[config.mk]
export PLATFORM = sky130hd
export DESIGN_NAME = adcirq_top
export DESIGN_NICKNAME = d
export VERILOG_FILES = /design/src/design/adcirq_pkg.sv /design/src/design/adcirq_bus_if.sv /design/src/design/adcirq_ahb_slave.sv /design/src/design/adcirq_ovf_gate.sv /design/src/design/adcirq_top.sv
export SDC_FILE = /design/constraint.sdc
export NUM_CORES = 1
export LEC_CHECK = 0
export ABC_CLOCK_PERIOD_IN_PS = 1600
export BUFFER_PORTS_ARGS = -buffer_cell sky130_fd_sc_hd__buf_2
export CORE_MARGIN = 5
export CORE_UTILIZATION = 36
export DETAILED_ROUTE_END_ITERATION = 6
export GPL_TIMING_DRIVEN = 0
export HOLD_SLACK_MARGIN = 0.06
export PLACE_DENSITY = 0.78
export RECOVER_POWER = 25
export SYNTH_ARGS = -nofsm -noshare
export SYNTH_HDL_FRONTEND = slang
export SYNTH_SLANG_ARGS = --single-unit
[constraint.sdc]
create_clock -name hclk -period 1.6 [get_ports hclk]
set_input_delay 0.32 -clock hclk [delete_from_list [all_inputs] [get_ports hclk]]
set_output_delay 0.32 -clock hclk [all_outputs]
set_load 0.05 [all_outputs]
[src/design/adcirq_pkg.sv]
// Package of constants and types for the sequencer interrupt and overflow status block
package adcirq_pkg;

    // ****************************************************************
    // Sizes and register map
    // ****************************************************************
    localparam int          NUM_SEQ          = 4;
    localparam int          ADDR_W           = 12;
    localparam logic [11:0] OFF_RAW_STATUS   = 12'h004;
    localparam logic [11:0] OFF_INT_MASK     = 12'h008;
    localparam logic [11:0] OFF_MASKED_CLEAR = 12'h00C;
    localparam logic [11:0] OFF_OVF_STATUS   = 12'h010;
    localparam logic [3:0]  RST_FLAGS        = 4'h0;
    localparam logic [31:0] RST_RDATA        = 32'h0000_0000;

    // ****************************************************************
    // Bus encodings and slave timing
    // ****************************************************************
    localparam logic [1:0]  HTRANS_NONSEQ    = 2'h2;
    localparam logic        HRESP_OKAY       = 1'b0;
    localparam int          WAIT_STATES      = 1;

    typedef enum logic [1:0] {ST_IDLE, ST_BUSY, ST_DONE} adcirq_bus_state_e;

endpackage

[src/design/adcirq_bus_if.sv]
// Interface carrying register accesses from the bus slave to the status core
`timescale 1ns/1ns
interface adcirq_bus_if;
    logic        wr_pulse;
    logic        rd_pulse;
    logic [11:0] addr;
    logic [31:0] wdata;
    logic [31:0] rdata;

    modport slave
    (
        output wr_pulse,
        output rd_pulse,
        output addr,
        output wdata,
        input  rdata
    );

    modport core
    (
        input  wr_pulse,
        input  rd_pulse,
        input  addr,
        input  wdata,
        output rdata
    );
endinterface

[src/design/adcirq_ahb_slave.sv]
// AHB-Lite slave front end with one wait state per transfer
`timescale 1ns/1ns
module adcirq_ahb_slave
(
    input  wire logic        hclk,
    input  wire logic        hresetn,
    input  wire logic        hsel,
    input  wire logic [31:0] haddr,
    input  wire logic [1:0]  htrans,
    input  wire logic        hwrite,
    input  wire logic [31:0] hwdata,
    input  wire logic        hready,
    output logic      [31:0] hrdata,
    output logic             hreadyout,
    output logic             hresp,
    adcirq_bus_if.slave      rb
);
    adcirq_pkg::adcirq_bus_state_e state_reg;
    logic [11:0] addr_reg;
    logic        write_reg;
    logic        accept;

    // The wait state lets a write land before any following read samples
    assign accept    = hsel && (htrans == adcirq_pkg::HTRANS_NONSEQ) && hready && (state_reg != adcirq_pkg::ST_BUSY);
    assign hreadyout = (state_reg != adcirq_pkg::ST_BUSY);
    assign hresp     = adcirq_pkg::HRESP_OKAY;
    assign rb.wr_pulse = (state_reg == adcirq_pkg::ST_BUSY) && write_reg;
    assign rb.rd_pulse = (state_reg == adcirq_pkg::ST_BUSY) && !write_reg;
    assign rb.addr     = addr_reg;
    assign rb.wdata    = hwdata;

    always_ff @(posedge hclk or negedge hresetn)
    begin
        if (!hresetn)
            state_reg <= adcirq_pkg::ST_IDLE;
        else
        begin
            unique case (state_reg)
                adcirq_pkg::ST_IDLE: state_reg <= accept ? adcirq_pkg::ST_BUSY : adcirq_pkg::ST_IDLE;
                adcirq_pkg::ST_BUSY: state_reg <= adcirq_pkg::ST_DONE;
                adcirq_pkg::ST_DONE: state_reg <= accept ? adcirq_pkg::ST_BUSY : adcirq_pkg::ST_IDLE;
                default:             state_reg <= adcirq_pkg::ST_IDLE;
            endcase
        end
    end

    always_ff @(posedge hclk or negedge hresetn)
    begin
        if (!hresetn)
        begin
            addr_reg  <= 12'h000;
            write_reg <= 1'b0;
        end
        else if (accept)
        begin
            addr_reg  <= haddr[11:0];
            write_reg <= hwrite;
        end
    end

    always_ff @(posedge hclk or negedge hresetn)
    begin
        if (!hresetn)
            hrdata <= adcirq_pkg::RST_RDATA;
        else if (rb.rd_pulse)
            hrdata <= rb.rdata;
    end
endmodule

[src/design/adcirq_ovf_gate.sv]
// Per-sequencer gate that drops result writes into a full FIFO
`timescale 1ns/1ns
module adcirq_ovf_gate
(
    input  wire logic       hclk,
    input  wire logic       hresetn,
    input  wire logic [3:0] fifo_wr_req,
    input  wire logic [3:0] fifo_full,
    output logic      [3:0] fifo_wr_en,
    output logic      [3:0] ovf_event
);
    genvar i;
    generate
        for (i = 0; i < adcirq_pkg::NUM_SEQ; i++)
        begin : g_seq
            // Newest result is refused, older contents untouched
            assign fifo_wr_en[i] = fifo_wr_req[i] && !fifo_full[i];
            assign ovf_event[i]  = fifo_wr_req[i] && fifo_full[i];
        end
    endgenerate

    property p_drop_newest;
        @(posedge hclk) disable iff (!hresetn)
        (fifo_wr_req & fifo_full) != 4'h0 |-> ((fifo_wr_en & fifo_full) == 4'h0);
    endproperty
    a_drop_newest: assert property (p_drop_newest) else $error("write passed into a full fifo");
endmodule

[src/design/adcirq_top.sv]
// Status core: raw and masked interrupt flags, mask, overflow flags, register decode
//
// Implementation choice: register access over AHB-Lite.
`timescale 1ns/1ns
module adcirq_top
(
    input  wire logic        hclk,
    input  wire logic        hresetn,
    input  wire logic        hsel,
    input  wire logic [31:0] haddr,
    input  wire logic [1:0]  htrans,
    input  wire logic        hwrite,
    input  wire logic [2:0]  hsize,
    input  wire logic [31:0] hwdata,
    input  wire logic        hready,
    output logic      [31:0] hrdata,
    output logic             hreadyout,
    output logic             hresp,
    input  wire logic [3:0]  conv_done,
    input  wire logic [3:0]  sample_irq_request,
    input  wire logic [3:0]  fifo_wr_req,
    input  wire logic [3:0]  fifo_full,
    output logic      [3:0]  fifo_wr_en,
    output logic             adc_irq
);

    // ****************************************************************
    // Bus front end and overflow gate
    // ****************************************************************
    adcirq_bus_if rb();

    logic [3:0] ovf_event;
    logic [3:0] raw_reg;
    logic [3:0] mask_reg;
    logic [3:0] ovf_reg;
    logic [3:0] raw_set;
    logic [3:0] raw_clr;
    logic [3:0] ovf_clr;
    logic [3:0] masked;
    logic       wr_mask;
    logic       wr_clear;
    logic       wr_ovf;
    logic [2:0] size_unused;

    // Only whole-word transfers are issued; size is not decoded
    assign size_unused = hsize;

    adcirq_ahb_slave u_slave
    (
        .hclk      (hclk),
        .hresetn   (hresetn),
        .hsel      (hsel),
        .haddr     (haddr),
        .htrans    (htrans),
        .hwrite    (hwrite),
        .hwdata    (hwdata),
        .hready    (hready),
        .hrdata    (hrdata),
        .hreadyout (hreadyout),
        .hresp     (hresp),
        .rb        (rb.slave)
    );

    adcirq_ovf_gate u_gate
    (
        .hclk        (hclk),
        .hresetn     (hresetn),
        .fifo_wr_req (fifo_wr_req),
        .fifo_full   (fifo_full),
        .fifo_wr_en  (fifo_wr_en),
        .ovf_event   (ovf_event)
    );

    // ****************************************************************
    // Write decode
    // ****************************************************************
    // Writes to the raw status offset decode to nothing at all
    assign wr_mask  = rb.wr_pulse && (rb.addr == adcirq_pkg::OFF_INT_MASK);
    assign wr_clear = rb.wr_pulse && (rb.addr == adcirq_pkg::OFF_MASKED_CLEAR);
    assign wr_ovf   = rb.wr_pulse && (rb.addr == adcirq_pkg::OFF_OVF_STATUS);

    assign raw_set = conv_done & sample_irq_request;
    assign raw_clr = wr_clear ? rb.wdata[3:0] : 4'h0;
    assign ovf_clr = wr_ovf ? rb.wdata[3:0] : 4'h0;
    assign masked  = raw_reg & mask_reg;

    // ****************************************************************
    // Flags per sequencer
    // ****************************************************************
    genvar i;
    generate
        for (i = 0; i < adcirq_pkg::NUM_SEQ; i++)
        begin : g_seq
            // Clearing ignores the mask, so pollers can acknowledge
            always_ff @(posedge hclk or negedge hresetn)
            begin
                if (!hresetn)
                    raw_reg[i] <= 1'b0;
                else if (raw_set[i])
                    raw_reg[i] <= 1'b1;
                else if (raw_clr[i])
                    raw_reg[i] <= 1'b0;
            end

            always_ff @(posedge hclk or negedge hresetn)
            begin
                if (!hresetn)
                    ovf_reg[i] <= 1'b0;
                else if (ovf_event[i])
                    ovf_reg[i] <= 1'b1;
                else if (ovf_clr[i])
                    ovf_reg[i] <= 1'b0;
            end
        end
    endgenerate

    always_ff @(posedge hclk or negedge hresetn)
    begin
        if (!hresetn)
            mask_reg <= adcirq_pkg::RST_FLAGS;
        else if (wr_mask)
            mask_reg <= rb.wdata[3:0];
    end

    // Level output; stays up until the flag is cleared or masked off
    assign adc_irq = |masked;

    // ****************************************************************
    // Read mux
    // ****************************************************************
    // Reserved bits read as zero; unmapped offsets read as zero
    always_comb
    begin
        rb.rdata = 32'h0000_0000;
        unique case (rb.addr)
            adcirq_pkg::OFF_RAW_STATUS:   rb.rdata[3:0] = raw_reg;
            adcirq_pkg::OFF_INT_MASK:     rb.rdata[3:0] = mask_reg;
            adcirq_pkg::OFF_MASKED_CLEAR: rb.rdata[3:0] = masked;
            adcirq_pkg::OFF_OVF_STATUS:   rb.rdata[3:0] = ovf_reg;
            default:                      rb.rdata = 32'h0000_0000;
        endcase
    end

    // ****************************************************************
    // Assertions
    // ****************************************************************
    property p_raw_set;
        @(posedge hclk) disable iff (!hresetn)
        raw_set != 4'h0 |=> ((raw_reg & $past(raw_set)) == $past(raw_set));
    endproperty
    a_raw_set: assert property (p_raw_set) else $error("completion did not raise raw flag");

    property p_raw_poll;
        @(posedge hclk) disable iff (!hresetn)
        rb.rd_pulse && (rb.addr == adcirq_pkg::OFF_RAW_STATUS) |=> (hrdata[3:0] == $past(raw_reg));
    endproperty
    a_raw_poll: assert property (p_raw_poll) else $error("raw status read wrong");

    property p_mask_blocks;
        @(posedge hclk) disable iff (!hresetn)
        (mask_reg == 4'h0) |-> !adc_irq;
    endproperty
    a_mask_blocks: assert property (p_mask_blocks) else $error("interrupt raised with all masked");

    property p_masked_read;
        @(posedge hclk) disable iff (!hresetn)
        rb.rd_pulse && (rb.addr == adcirq_pkg::OFF_MASKED_CLEAR)
            |=> (hrdata[3:0] == ($past(raw_reg) & $past(mask_reg))) && hreadyout;
    endproperty
    a_masked_read: assert property (p_masked_read) else $error("masked status read wrong");

    property p_irq_level;
        @(posedge hclk) disable iff (!hresetn)
        ((raw_reg & mask_reg) != 4'h0) && (raw_set == 4'h0) && !wr_clear && !wr_mask |=> adc_irq;
    endproperty
    a_irq_level: assert property (p_irq_level) else $error("interrupt level dropped early");

    property p_w1c_raw;
        @(posedge hclk) disable iff (!hresetn)
        wr_clear |=> ((raw_reg & $past(raw_clr) & ~$past(raw_set)) == 4'h0);
    endproperty
    a_w1c_raw: assert property (p_w1c_raw) else $error("write one left raw flag set");

    property p_w0_keeps;
        @(posedge hclk) disable iff (!hresetn)
        wr_clear |=> ((raw_reg & $past(raw_reg & ~raw_clr)) == $past(raw_reg & ~raw_clr));
    endproperty
    a_w0_keeps: assert property (p_w0_keeps) else $error("write zero cleared raw flag");

    property p_poll_clear;
        @(posedge hclk) disable iff (!hresetn)
        wr_clear && ((raw_reg & ~mask_reg & rb.wdata[3:0]) != 4'h0) && (raw_set == 4'h0)
            |=> ((raw_reg & $past(rb.wdata[3:0])) == 4'h0);
    endproperty
    a_poll_clear: assert property (p_poll_clear) else $error("unmasked clear ignored");

    property p_ovf_set;
        @(posedge hclk) disable iff (!hresetn)
        ovf_event != 4'h0 |=> ((ovf_reg & $past(ovf_event)) == $past(ovf_event));
    endproperty
    a_ovf_set: assert property (p_ovf_set) else $error("overflow flag not set");

    property p_ovf_clear;
        @(posedge hclk) disable iff (!hresetn)
        wr_ovf && (ovf_event == 4'h0) |=> (ovf_reg == ($past(ovf_reg) & ~$past(rb.wdata[3:0])));
    endproperty
    a_ovf_clear: assert property (p_ovf_clear) else $error("overflow clear wrong");

    property p_reserved_zero;
        @(posedge hclk) disable iff (!hresetn)
        rb.rd_pulse |=> (hrdata[31:4] == 28'h0000000);
    endproperty
    a_reserved_zero: assert property (p_reserved_zero) else $error("reserved bits not zero");

    property p_raw_ro;
        @(posedge hclk) disable iff (!hresetn)
        rb.wr_pulse && (rb.addr == adcirq_pkg::OFF_RAW_STATUS) |=> (raw_reg == ($past(raw_reg) | $past(raw_set)));
    endproperty
    a_raw_ro: assert property (p_raw_ro) else $error("write to raw status changed flags");

    property p_set_wins;
        @(posedge hclk) disable iff (!hresetn)
        ((raw_set & raw_clr) != 4'h0) |=> ((raw_reg & $past(raw_set & raw_clr)) == $past(raw_set & raw_clr));
    endproperty
    a_set_wins: assert property (p_set_wins) else $error("event lost to clear");

    property p_one_wait;
        @(posedge hclk) disable iff (!hresetn)
        hsel && (htrans == adcirq_pkg::HTRANS_NONSEQ) && hready && hreadyout |=> !hreadyout ##1 hreadyout;
    endproperty
    a_one_wait: assert property (p_one_wait) else $error("transfer not answered after one wait");

    property p_raw_no_spur;
        @(posedge hclk) disable iff (!hresetn)
        (raw_set == 4'h0) |=> ((raw_reg & ~$past(raw_reg)) == 4'h0);
    endproperty
    a_raw_no_spur: assert property (p_raw_no_spur) else $error("raw flag set without event");

    property p_raw_sticky;
        @(posedge hclk) disable iff (!hresetn)
        (raw_set == 4'h0) && !wr_clear |=> (raw_reg == $past(raw_reg));
    endproperty
    a_raw_sticky: assert property (p_raw_sticky) else $error("raw flags changed without cause");

    property p_mask_write;
        @(posedge hclk) disable iff (!hresetn)
        wr_mask |=> (mask_reg == $past(rb.wdata[3:0]));
    endproperty
    a_mask_write: assert property (p_mask_write) else $error("mask write not stored");

    property p_mask_hold;
        @(posedge hclk) disable iff (!hresetn)
        !wr_mask |=> (mask_reg == $past(mask_reg));
    endproperty
    a_mask_hold: assert property (p_mask_hold) else $error("mask changed without write");

    property p_mask_read;
        @(posedge hclk) disable iff (!hresetn)
        rb.rd_pulse && (rb.addr == adcirq_pkg::OFF_INT_MASK) |=> (hrdata[3:0] == $past(mask_reg));
    endproperty
    a_mask_read: assert property (p_mask_read) else $error("mask read wrong");

    property p_irq_rise;
        @(posedge hclk) disable iff (!hresetn)
        ((raw_set & mask_reg) != 4'h0) && !wr_mask |=> adc_irq;
    endproperty
    a_irq_rise: assert property (p_irq_rise) else $error("unmasked event gave no interrupt");

    property p_irq_drop;
        @(posedge hclk) disable iff (!hresetn)
        wr_clear && ((raw_reg & mask_reg & ~rb.wdata[3:0]) == 4'h0) && (raw_set == 4'h0) && !wr_mask |=> !adc_irq;
    endproperty
    a_irq_drop: assert property (p_irq_drop) else $error("interrupt held after clear");

    property p_ovf_no_spur;
        @(posedge hclk) disable iff (!hresetn)
        (ovf_event == 4'h0) |=> ((ovf_reg & ~$past(ovf_reg)) == 4'h0);
    endproperty
    a_ovf_no_spur: assert property (p_ovf_no_spur) else $error("overflow set without event");

    property p_ovf_read;
        @(posedge hclk) disable iff (!hresetn)
        rb.rd_pulse && (rb.addr == adcirq_pkg::OFF_OVF_STATUS) |=> (hrdata[3:0] == $past(ovf_reg));
    endproperty
    a_ovf_read: assert property (p_ovf_read) else $error("overflow read wrong");

    property p_ovf_sticky;
        @(posedge hclk) disable iff (!hresetn)
        (ovf_event == 4'h0) && !wr_ovf |=> (ovf_reg == $past(ovf_reg));
    endproperty
    a_ovf_sticky: assert property (p_ovf_sticky) else $error("overflow changed without cause");

    property p_ovf_w0;
        @(posedge hclk) disable iff (!hresetn)
        wr_ovf |=> ((ovf_reg & $past(ovf_reg & ~ovf_clr)) == $past(ovf_reg & ~ovf_clr));
    endproperty
    a_ovf_w0: assert property (p_ovf_w0) else $error("zero write cleared overflow");

    property p_ovf_w1c;
        @(posedge hclk) disable iff (!hresetn)
        wr_ovf |=> ((ovf_reg & $past(ovf_clr) & ~$past(ovf_event)) == 4'h0);
    endproperty
    a_ovf_w1c: assert property (p_ovf_w1c) else $error("one write left overflow set");

    property p_raw_ro_mask;
        @(posedge hclk) disable iff (!hresetn)
        rb.wr_pulse && (rb.addr == adcirq_pkg::OFF_RAW_STATUS) |=> $stable(mask_reg);
    endproperty
    a_raw_ro_mask: assert property (p_raw_ro_mask) else $error("raw status write changed mask");

    property p_ovf_set_wins;
        @(posedge hclk) disable iff (!hresetn)
        ((ovf_event & ovf_clr) != 4'h0) |=> ((ovf_reg & $past(ovf_event & ovf_clr)) == $past(ovf_event & ovf_clr));
    endproperty
    a_ovf_set_wins: assert property (p_ovf_set_wins) else $error("overflow lost to clear");

    // ****************************************************************
    // Coverage
    // ****************************************************************
    property p_cov_irq;
        @(posedge hclk) disable iff (!hresetn)
        !adc_irq ##1 adc_irq ##[1:20] wr_clear;
    endproperty
    c_cov_irq: cover property (p_cov_irq);

    property p_cov_race;
        @(posedge hclk) disable iff (!hresetn)
        (raw_set & raw_clr) != 4'h0;
    endproperty
    c_cov_race: cover property (p_cov_race);

    property p_cov_poll;
        @(posedge hclk) disable iff (!hresetn)
        wr_clear && ((raw_reg & ~mask_reg) != 4'h0);
    endproperty
    c_cov_poll: cover property (p_cov_poll);

    property p_cov_ovf;
        @(posedge hclk) disable iff (!hresetn)
        ovf_event != 4'h0 ##[1:20] wr_ovf;
    endproperty
    c_cov_ovf: cover property (p_cov_ovf);

    property p_cov_drop;
        @(posedge hclk) disable iff (!hresetn)
        wr_clear && adc_irq ##1 !adc_irq;
    endproperty
    c_cov_drop: cover property (p_cov_drop);
endmodule

# ---- Word-level counts from Yosys, hierarchy flattened
# Index checks and enable logic that the tools add are counted.
dict set report totals {
  output_inout_bits 39
  in_bits 90
  register_bits 31
}
dict set report op_classes {
  n_eq_ne 8
  muxes 21
  reduce_logical 32
  n_bitwise 2
}
# op n
set ops {}
lappend ops {{== test 12 x 4 -> 1 bit, second input constant} 2}
lappend ops {{2-to-1 mux 1 bit} 17}
lappend ops {{logical AND 1 bit} 16}
lappend ops {{one-hot mux 4 bit (4 select lines)} 1}
lappend ops {{nonzero test 2 bit} 8}
lappend ops {{== test 12 x 3 -> 1 bit, second input constant} 1}
lappend ops {{== test 12 x 5 -> 1 bit, second input constant} 1}
lappend ops {{bitwise AND 4 bit} 2}
lappend ops {{2-to-1 mux 4 bit} 2}
lappend ops {{logical NOT 1 bit} 5}
lappend ops {{== test 2 bit, second input constant} 2}
lappend ops {{one-hot mux 2 bit (2 select lines)} 1}
lappend ops {{OR reduction 4 bit} 1}
lappend ops {{== test 2 x 1 -> 1 bit, second input constant} 1}
lappend ops {{logical NOT 2 bit} 1}
lappend ops {{!= test 2 x 1 -> 1 bit, second input constant} 1}
lappend ops {{OR reduction 2 bit} 1}

# ---- Longest topological paths before layout
dict set report depth {
  word_depth 6
  depth_mapped 5
}

# ---- Hierarchy
# Synthesis repeated with hierarchy kept, for this count alone.
dict set report unflattened {
  hier_cells 222
  area_unflattened_um2 2821.5
}
# mod n_inst cells_per_inst area_each_um2
set modules_own_cells {}
lappend modules_own_cells {adcirq_ahb_slave 1 137 2038.2}
lappend modules_own_cells {adcirq_top 1 77 733.2}
lappend modules_own_cells {adcirq_ovf_gate 1 8 50.0}

# ---- Least setup slack after synthesis
# Ideal clock, no wire load.
dict set report synth_timing {
  path_type {reg-to-reg}
  from {reg u_slave.addr_reg[11] (netlist: u_slave.rb.addr[11])}
  to {reg mask_reg[0]}
  setup_slack_ns -0.089
  arrival_ns 1.564
  synth_period_minus_slack_ns 1.689
  required_time_ns 1.475
  path_stages_with_launch 5
  path_cell_list {dfrtp_1 or4_4 nor3_2 nand4_2 mux2_2}
}
dict set report synth_via {
  elab_chain_cells 2
}
# element line
set synth_lines {}
lappend synth_lines {{start, declared} adcirq_ahb_slave.sv:19} ;# logic [11:0] addr_reg;
lappend synth_lines {{start signal, assigned} adcirq_ahb_slave.sv:56} ;# addr_reg <= haddr[11:0];
lappend synth_lines {{== test 12 x 4 -> 1 bit} adcirq_top.sv:78} ;# assign wr_mask = rb.wr_pulse && (rb.addr == adcirq_pkg::OFF_INT_MASK);
lappend synth_lines {{logical AND 1 bit} adcirq_top.sv:78}
lappend synth_lines {{end signal, assigned} adcirq_top.sv:120} ;# mask_reg <= adcirq_pkg::RST_FLAGS;
lappend synth_lines {{end signal, assigned} adcirq_top.sv:122} ;# mask_reg <= rb.wdata[3:0];
lappend synth_lines {{end, declared} adcirq_top.sv:34} ;# logic [3:0] mask_reg;
# No other way between the ends.
# A chain may end at the register's enable or synchronous reset.

# ---- Final worst setup path
dict set report layout_timing {
  from {reg u_slave.addr_reg[8] (netlist: u_slave.rb.addr[8])}
  to {reg ovf_reg[1]}
}
dict set report layout_via {
  elab_chain_cells 4
}
# element line
set layout_lines {}
lappend layout_lines {{== test 12 x 5 -> 1 bit} adcirq_top.sv:80} ;# assign wr_ovf = rb.wr_pulse && (rb.addr == adcirq_pkg::OFF_OVF_STATUS);
lappend layout_lines {{logical AND 1 bit} adcirq_top.sv:80}
lappend layout_lines {{2-to-1 mux 4 bit} adcirq_top.sv:84} ;# assign ovf_clr = wr_ovf ? rb.wdata[3:0] : 4'h0;
lappend layout_lines {{nonzero test 2 bit (no source line)} --}
lappend layout_lines {{end signal, assigned by index} adcirq_top.sv:108} ;# ovf_reg[i] <= 1'b0;
lappend layout_lines {{end signal, assigned by index} adcirq_top.sv:110} ;# ovf_reg[i] <= 1'b1;
lappend layout_lines {{end signal, assigned by index} adcirq_top.sv:112} ;# ovf_reg[i] <= 1'b0;
lappend layout_lines {{end, declared} adcirq_top.sv:35} ;# logic [3:0] ovf_reg;
# No other way between the ends.

==> impl_metrics.tcl <==
set metrics [dict create \
    p_sw_share_pct 33.52 \
    synthDistinctLibCells 31 \
    peakVddDrop_mv 0.5202 \
    hold_slack_ns 0.09602 \
    port_buffers 48 \
    io_pins 129 \
    tns_ns -2.307 \
    htree_levels 2 \
    fmax_mhz 563.4 \
    grt_pass1_wl_um 5913 \
    post-route-util_pct 51.47 \
    pwr-share-comb_pct 32.3 \
    crit_required_ns 1.76 \
    first_pass_iters 5 \
    synthesis.area_mm2 0.001664 \
    dpl.hpwl_um 2835 \
    slew_violations 0 \
    cts_tree "done" \
    slowest_stage "or4_4" \
    status "finished with violations" \
    yosys_warnings 0 \
    gp_congestion 0.8741 \
    wl_per_cell_um 12.43 \
    place_ws_ns -0.3481 \
    largest_register_ffs 12 \
    switchingPower_uw 731.9 \
    cts_buffers 5 \
    grt_pass1_vias 1301 \
    num_vias 1347 \
    cp-start-kind "register" \
    finalClockSkew_ns 0.001712 \
    synthCells 154 \
    syn2layout_area_growth_pct 36.54 \
    rows 24 \
    clk_path_buf_depth 2 \
    multi_input_area_um2 805.8 \
    die_area_mm2 0.006082 \
    synth.largest_area_cell "dfrtp_1" \
    initial_utilization_pct 37.70 \
    endpoint_kind "register" \
    drt_iter0_drc 33 \
    violations "setup timing" \
    synth_flop_cell "dfrtp_1" \
    path_class "register to register" \
    grt-ovfl-total 0 \
    grt_start_max_net_pins 32 \
    regArea_um2 778.2 \
    layout_commonest_cell "buf_2" \
    setup_violations 16 \
    antenna_left 0 \
    cts.reportedPaths.clkPinSlew_ns 0.06 \
    coreArea_mm2 0.004414 \
    drc_errors 0 \
    grt.total_usage_pct 12.20 \
    p_leak_nw 1.167 \
    finalWorstPathRequiredPeriod_ns 1.775 \
    p_int_mw 1.451 \
    finalHoldViolations 0 \
    path_max_fanout 4 \
    finalPower_mw 2.183 \
    drt_wl_total_um 3667 \
    routed.top_layer "met4" \
    setup_ws_ns -0.1748 \
    arrival_ns 1.94 \
    cts_num_sinks 31 \
    slew_headroom_pct 50.75 \
    ys_seq_area_share_pct 46.62 \
    avgSynthCellArea_um2 10.81 \
    antenna_cells 0 \
    p_per_area_mw_per_mm2 960.9 \
    seq_power_share_pct 42.9 \
    tightest_slew_ns 0.7388 \
    fillers 425 \
    via_per_inst 4.566 \
    drive_gt1_share_pct 49.79 \
    synth_edf_count 0 \
    crit_chain "or4_4 -> nor4_4 -> buf_4 -> nand2_1 -> a22o_1" \
    chipWidth_um 77.99 \
    hp-class "input pin to async pin" \
    cpPeakStageDelay_ns 0.60 \
    wl_met1_um 1483 \
    async_flop_share_pct 100.0 \
    synth-seq-cells 31 \
    die_h_um 77.99 \
    route.met3.wl_um 332 \
    critPathTopFamily "simple AND/OR/NAND/NOR gates" \
    worst-path-buf-inv 1 \
    synth.top_cell.area_share_pct 46.62 \
    maxCapViolCount 0 \
    layout_worst_path_cycle_share_pct 110.9 \
    route.met2.wl_um 1798 \
    clockRootBuffer "clkbuf_8" \
    startpoint "u_slave.rb.addr[8]" \
    clk_latency_ns 0.27 \
    r2r_start "u_slave.rb.addr[8]" \
    yosys-top-cells-area "dfrtp_1 (47%), buf_4 (14%), mux2_2 (10%), a22o_1 (5.3%), nand2_1 (4.3%)" \
    grt_antenna_before_repair 0 \
    layout_common_cells "buf_2 (48), buf_4 (36), conb_1 (29), dfrtp_1 (29), nand2_1 (17)" \
    clockPowerShare_pct 24.8 \
    layout.nets 334 \
    rsz0062_at_grt "yes" \
]
[Yosys cell counts, types with 2 or more instances]
master,instances
dfrtp_1,31
nor2_1,5
nor4_2,2
a22o_1,10
nand2_1,19
or4_4,2
o21ai_0,7
mux2_2,15
buf_4,30
a32oi_1,2
a22oi_1,2
nor2b_1,7
inv_1,4
[per-stage QoR]
stage | cells | instance area [µm²]
floorplan | 182 | 1769
global route | 295 | 2272
detailed placement | 282 | 2074
global placement | 282 | 2074
CTS | 292 | 2241
finish | 295 | 2272
[path summary, 6_finish.rpt]
kind / to / slack (ns) / cells after the start
worst max-delay path: ovf_reg[1] / -0.17 / 5
worst min-delay path: u_slave.rb.addr[10] / 0.1 / 1
worst max register to register: ovf_reg[1] / -0.17 / 5
worst min register to register: u_slave.state_reg[0] / 0.47 / 1
max in group asynchronous: u_slave.rb.addr[2] / 0.99 / 1
min in group hclk: u_slave.rb.addr[2] / 0.25 / 3
[layout make-up]
| class | instances | area share (%) |
|---|---|---|
| plain buffers | 31 | 10.13 |
| clock buffers | 6 | 3.194 |
| inverters | 4 | 0.6608 |
| multi-input cells | 116 | 35.46 |
| flip-flops and latches | 31 | 34.25 |
| well taps | 52 | 2.863 |
| repair buffers | 55 | 13.44 |
[what timing repair did]
| item | 4_1_cts | 5_1_grt |
|---|---|---|
| buffers inserted | 4 | 3 |
| resized for setup | 13 | 4 |
| hold endpoints to repair | 0 | 0 |
| pin swaps | 10 | 3 |
| hold buffers | 0 | 0 |
| setup endpoints to repair | 22 | 23 |
[worst reg2reg max path, delay by kind of cell (launching register included)]
| family | cells | cell delay, ns |
|---|---|---|
| AO/OA/AOI/OAI | 1 | 0.17 |
| buffers and inverters | 1 | 0.19 |
| flip-flops | 1 | 0.37 |
| AND/OR/NAND/NOR | 3 | 0.94 |
[routing by layer]
metal,global-route usage (%),vias up
li1,-,668
met1,14.54,616
met2,20.45,58
met3,4.398,5
met4,3.885,0
met5,0,-
[cells by family (layout without fill, tap and decap cells)]
kind of cell    after synthesis  after routing  synth area share (%)
compound gates               27             27                 11.95
xor+xnor                      1              1                0.5264
buf+inv                      35             96                 14.74
flops                        31             31                 46.62
mux                          15             15                 10.15
other cells                   1             29                0.2253
simple gates                 44             44                 15.79
[power by group through the flow]
stage          clock, mW  sequential [mW]  combinational (mW)
2_1_floorplan          0            0.954               0.469
3_3_place_gp           0            0.949               0.598
3_5_place_dp           0            0.954               0.606
4_1_cts            0.560            0.938               0.673
5_1_grt            0.586            0.947               0.763
6_report           0.540            0.937               0.706
Power figures use the tool's default switching activity.
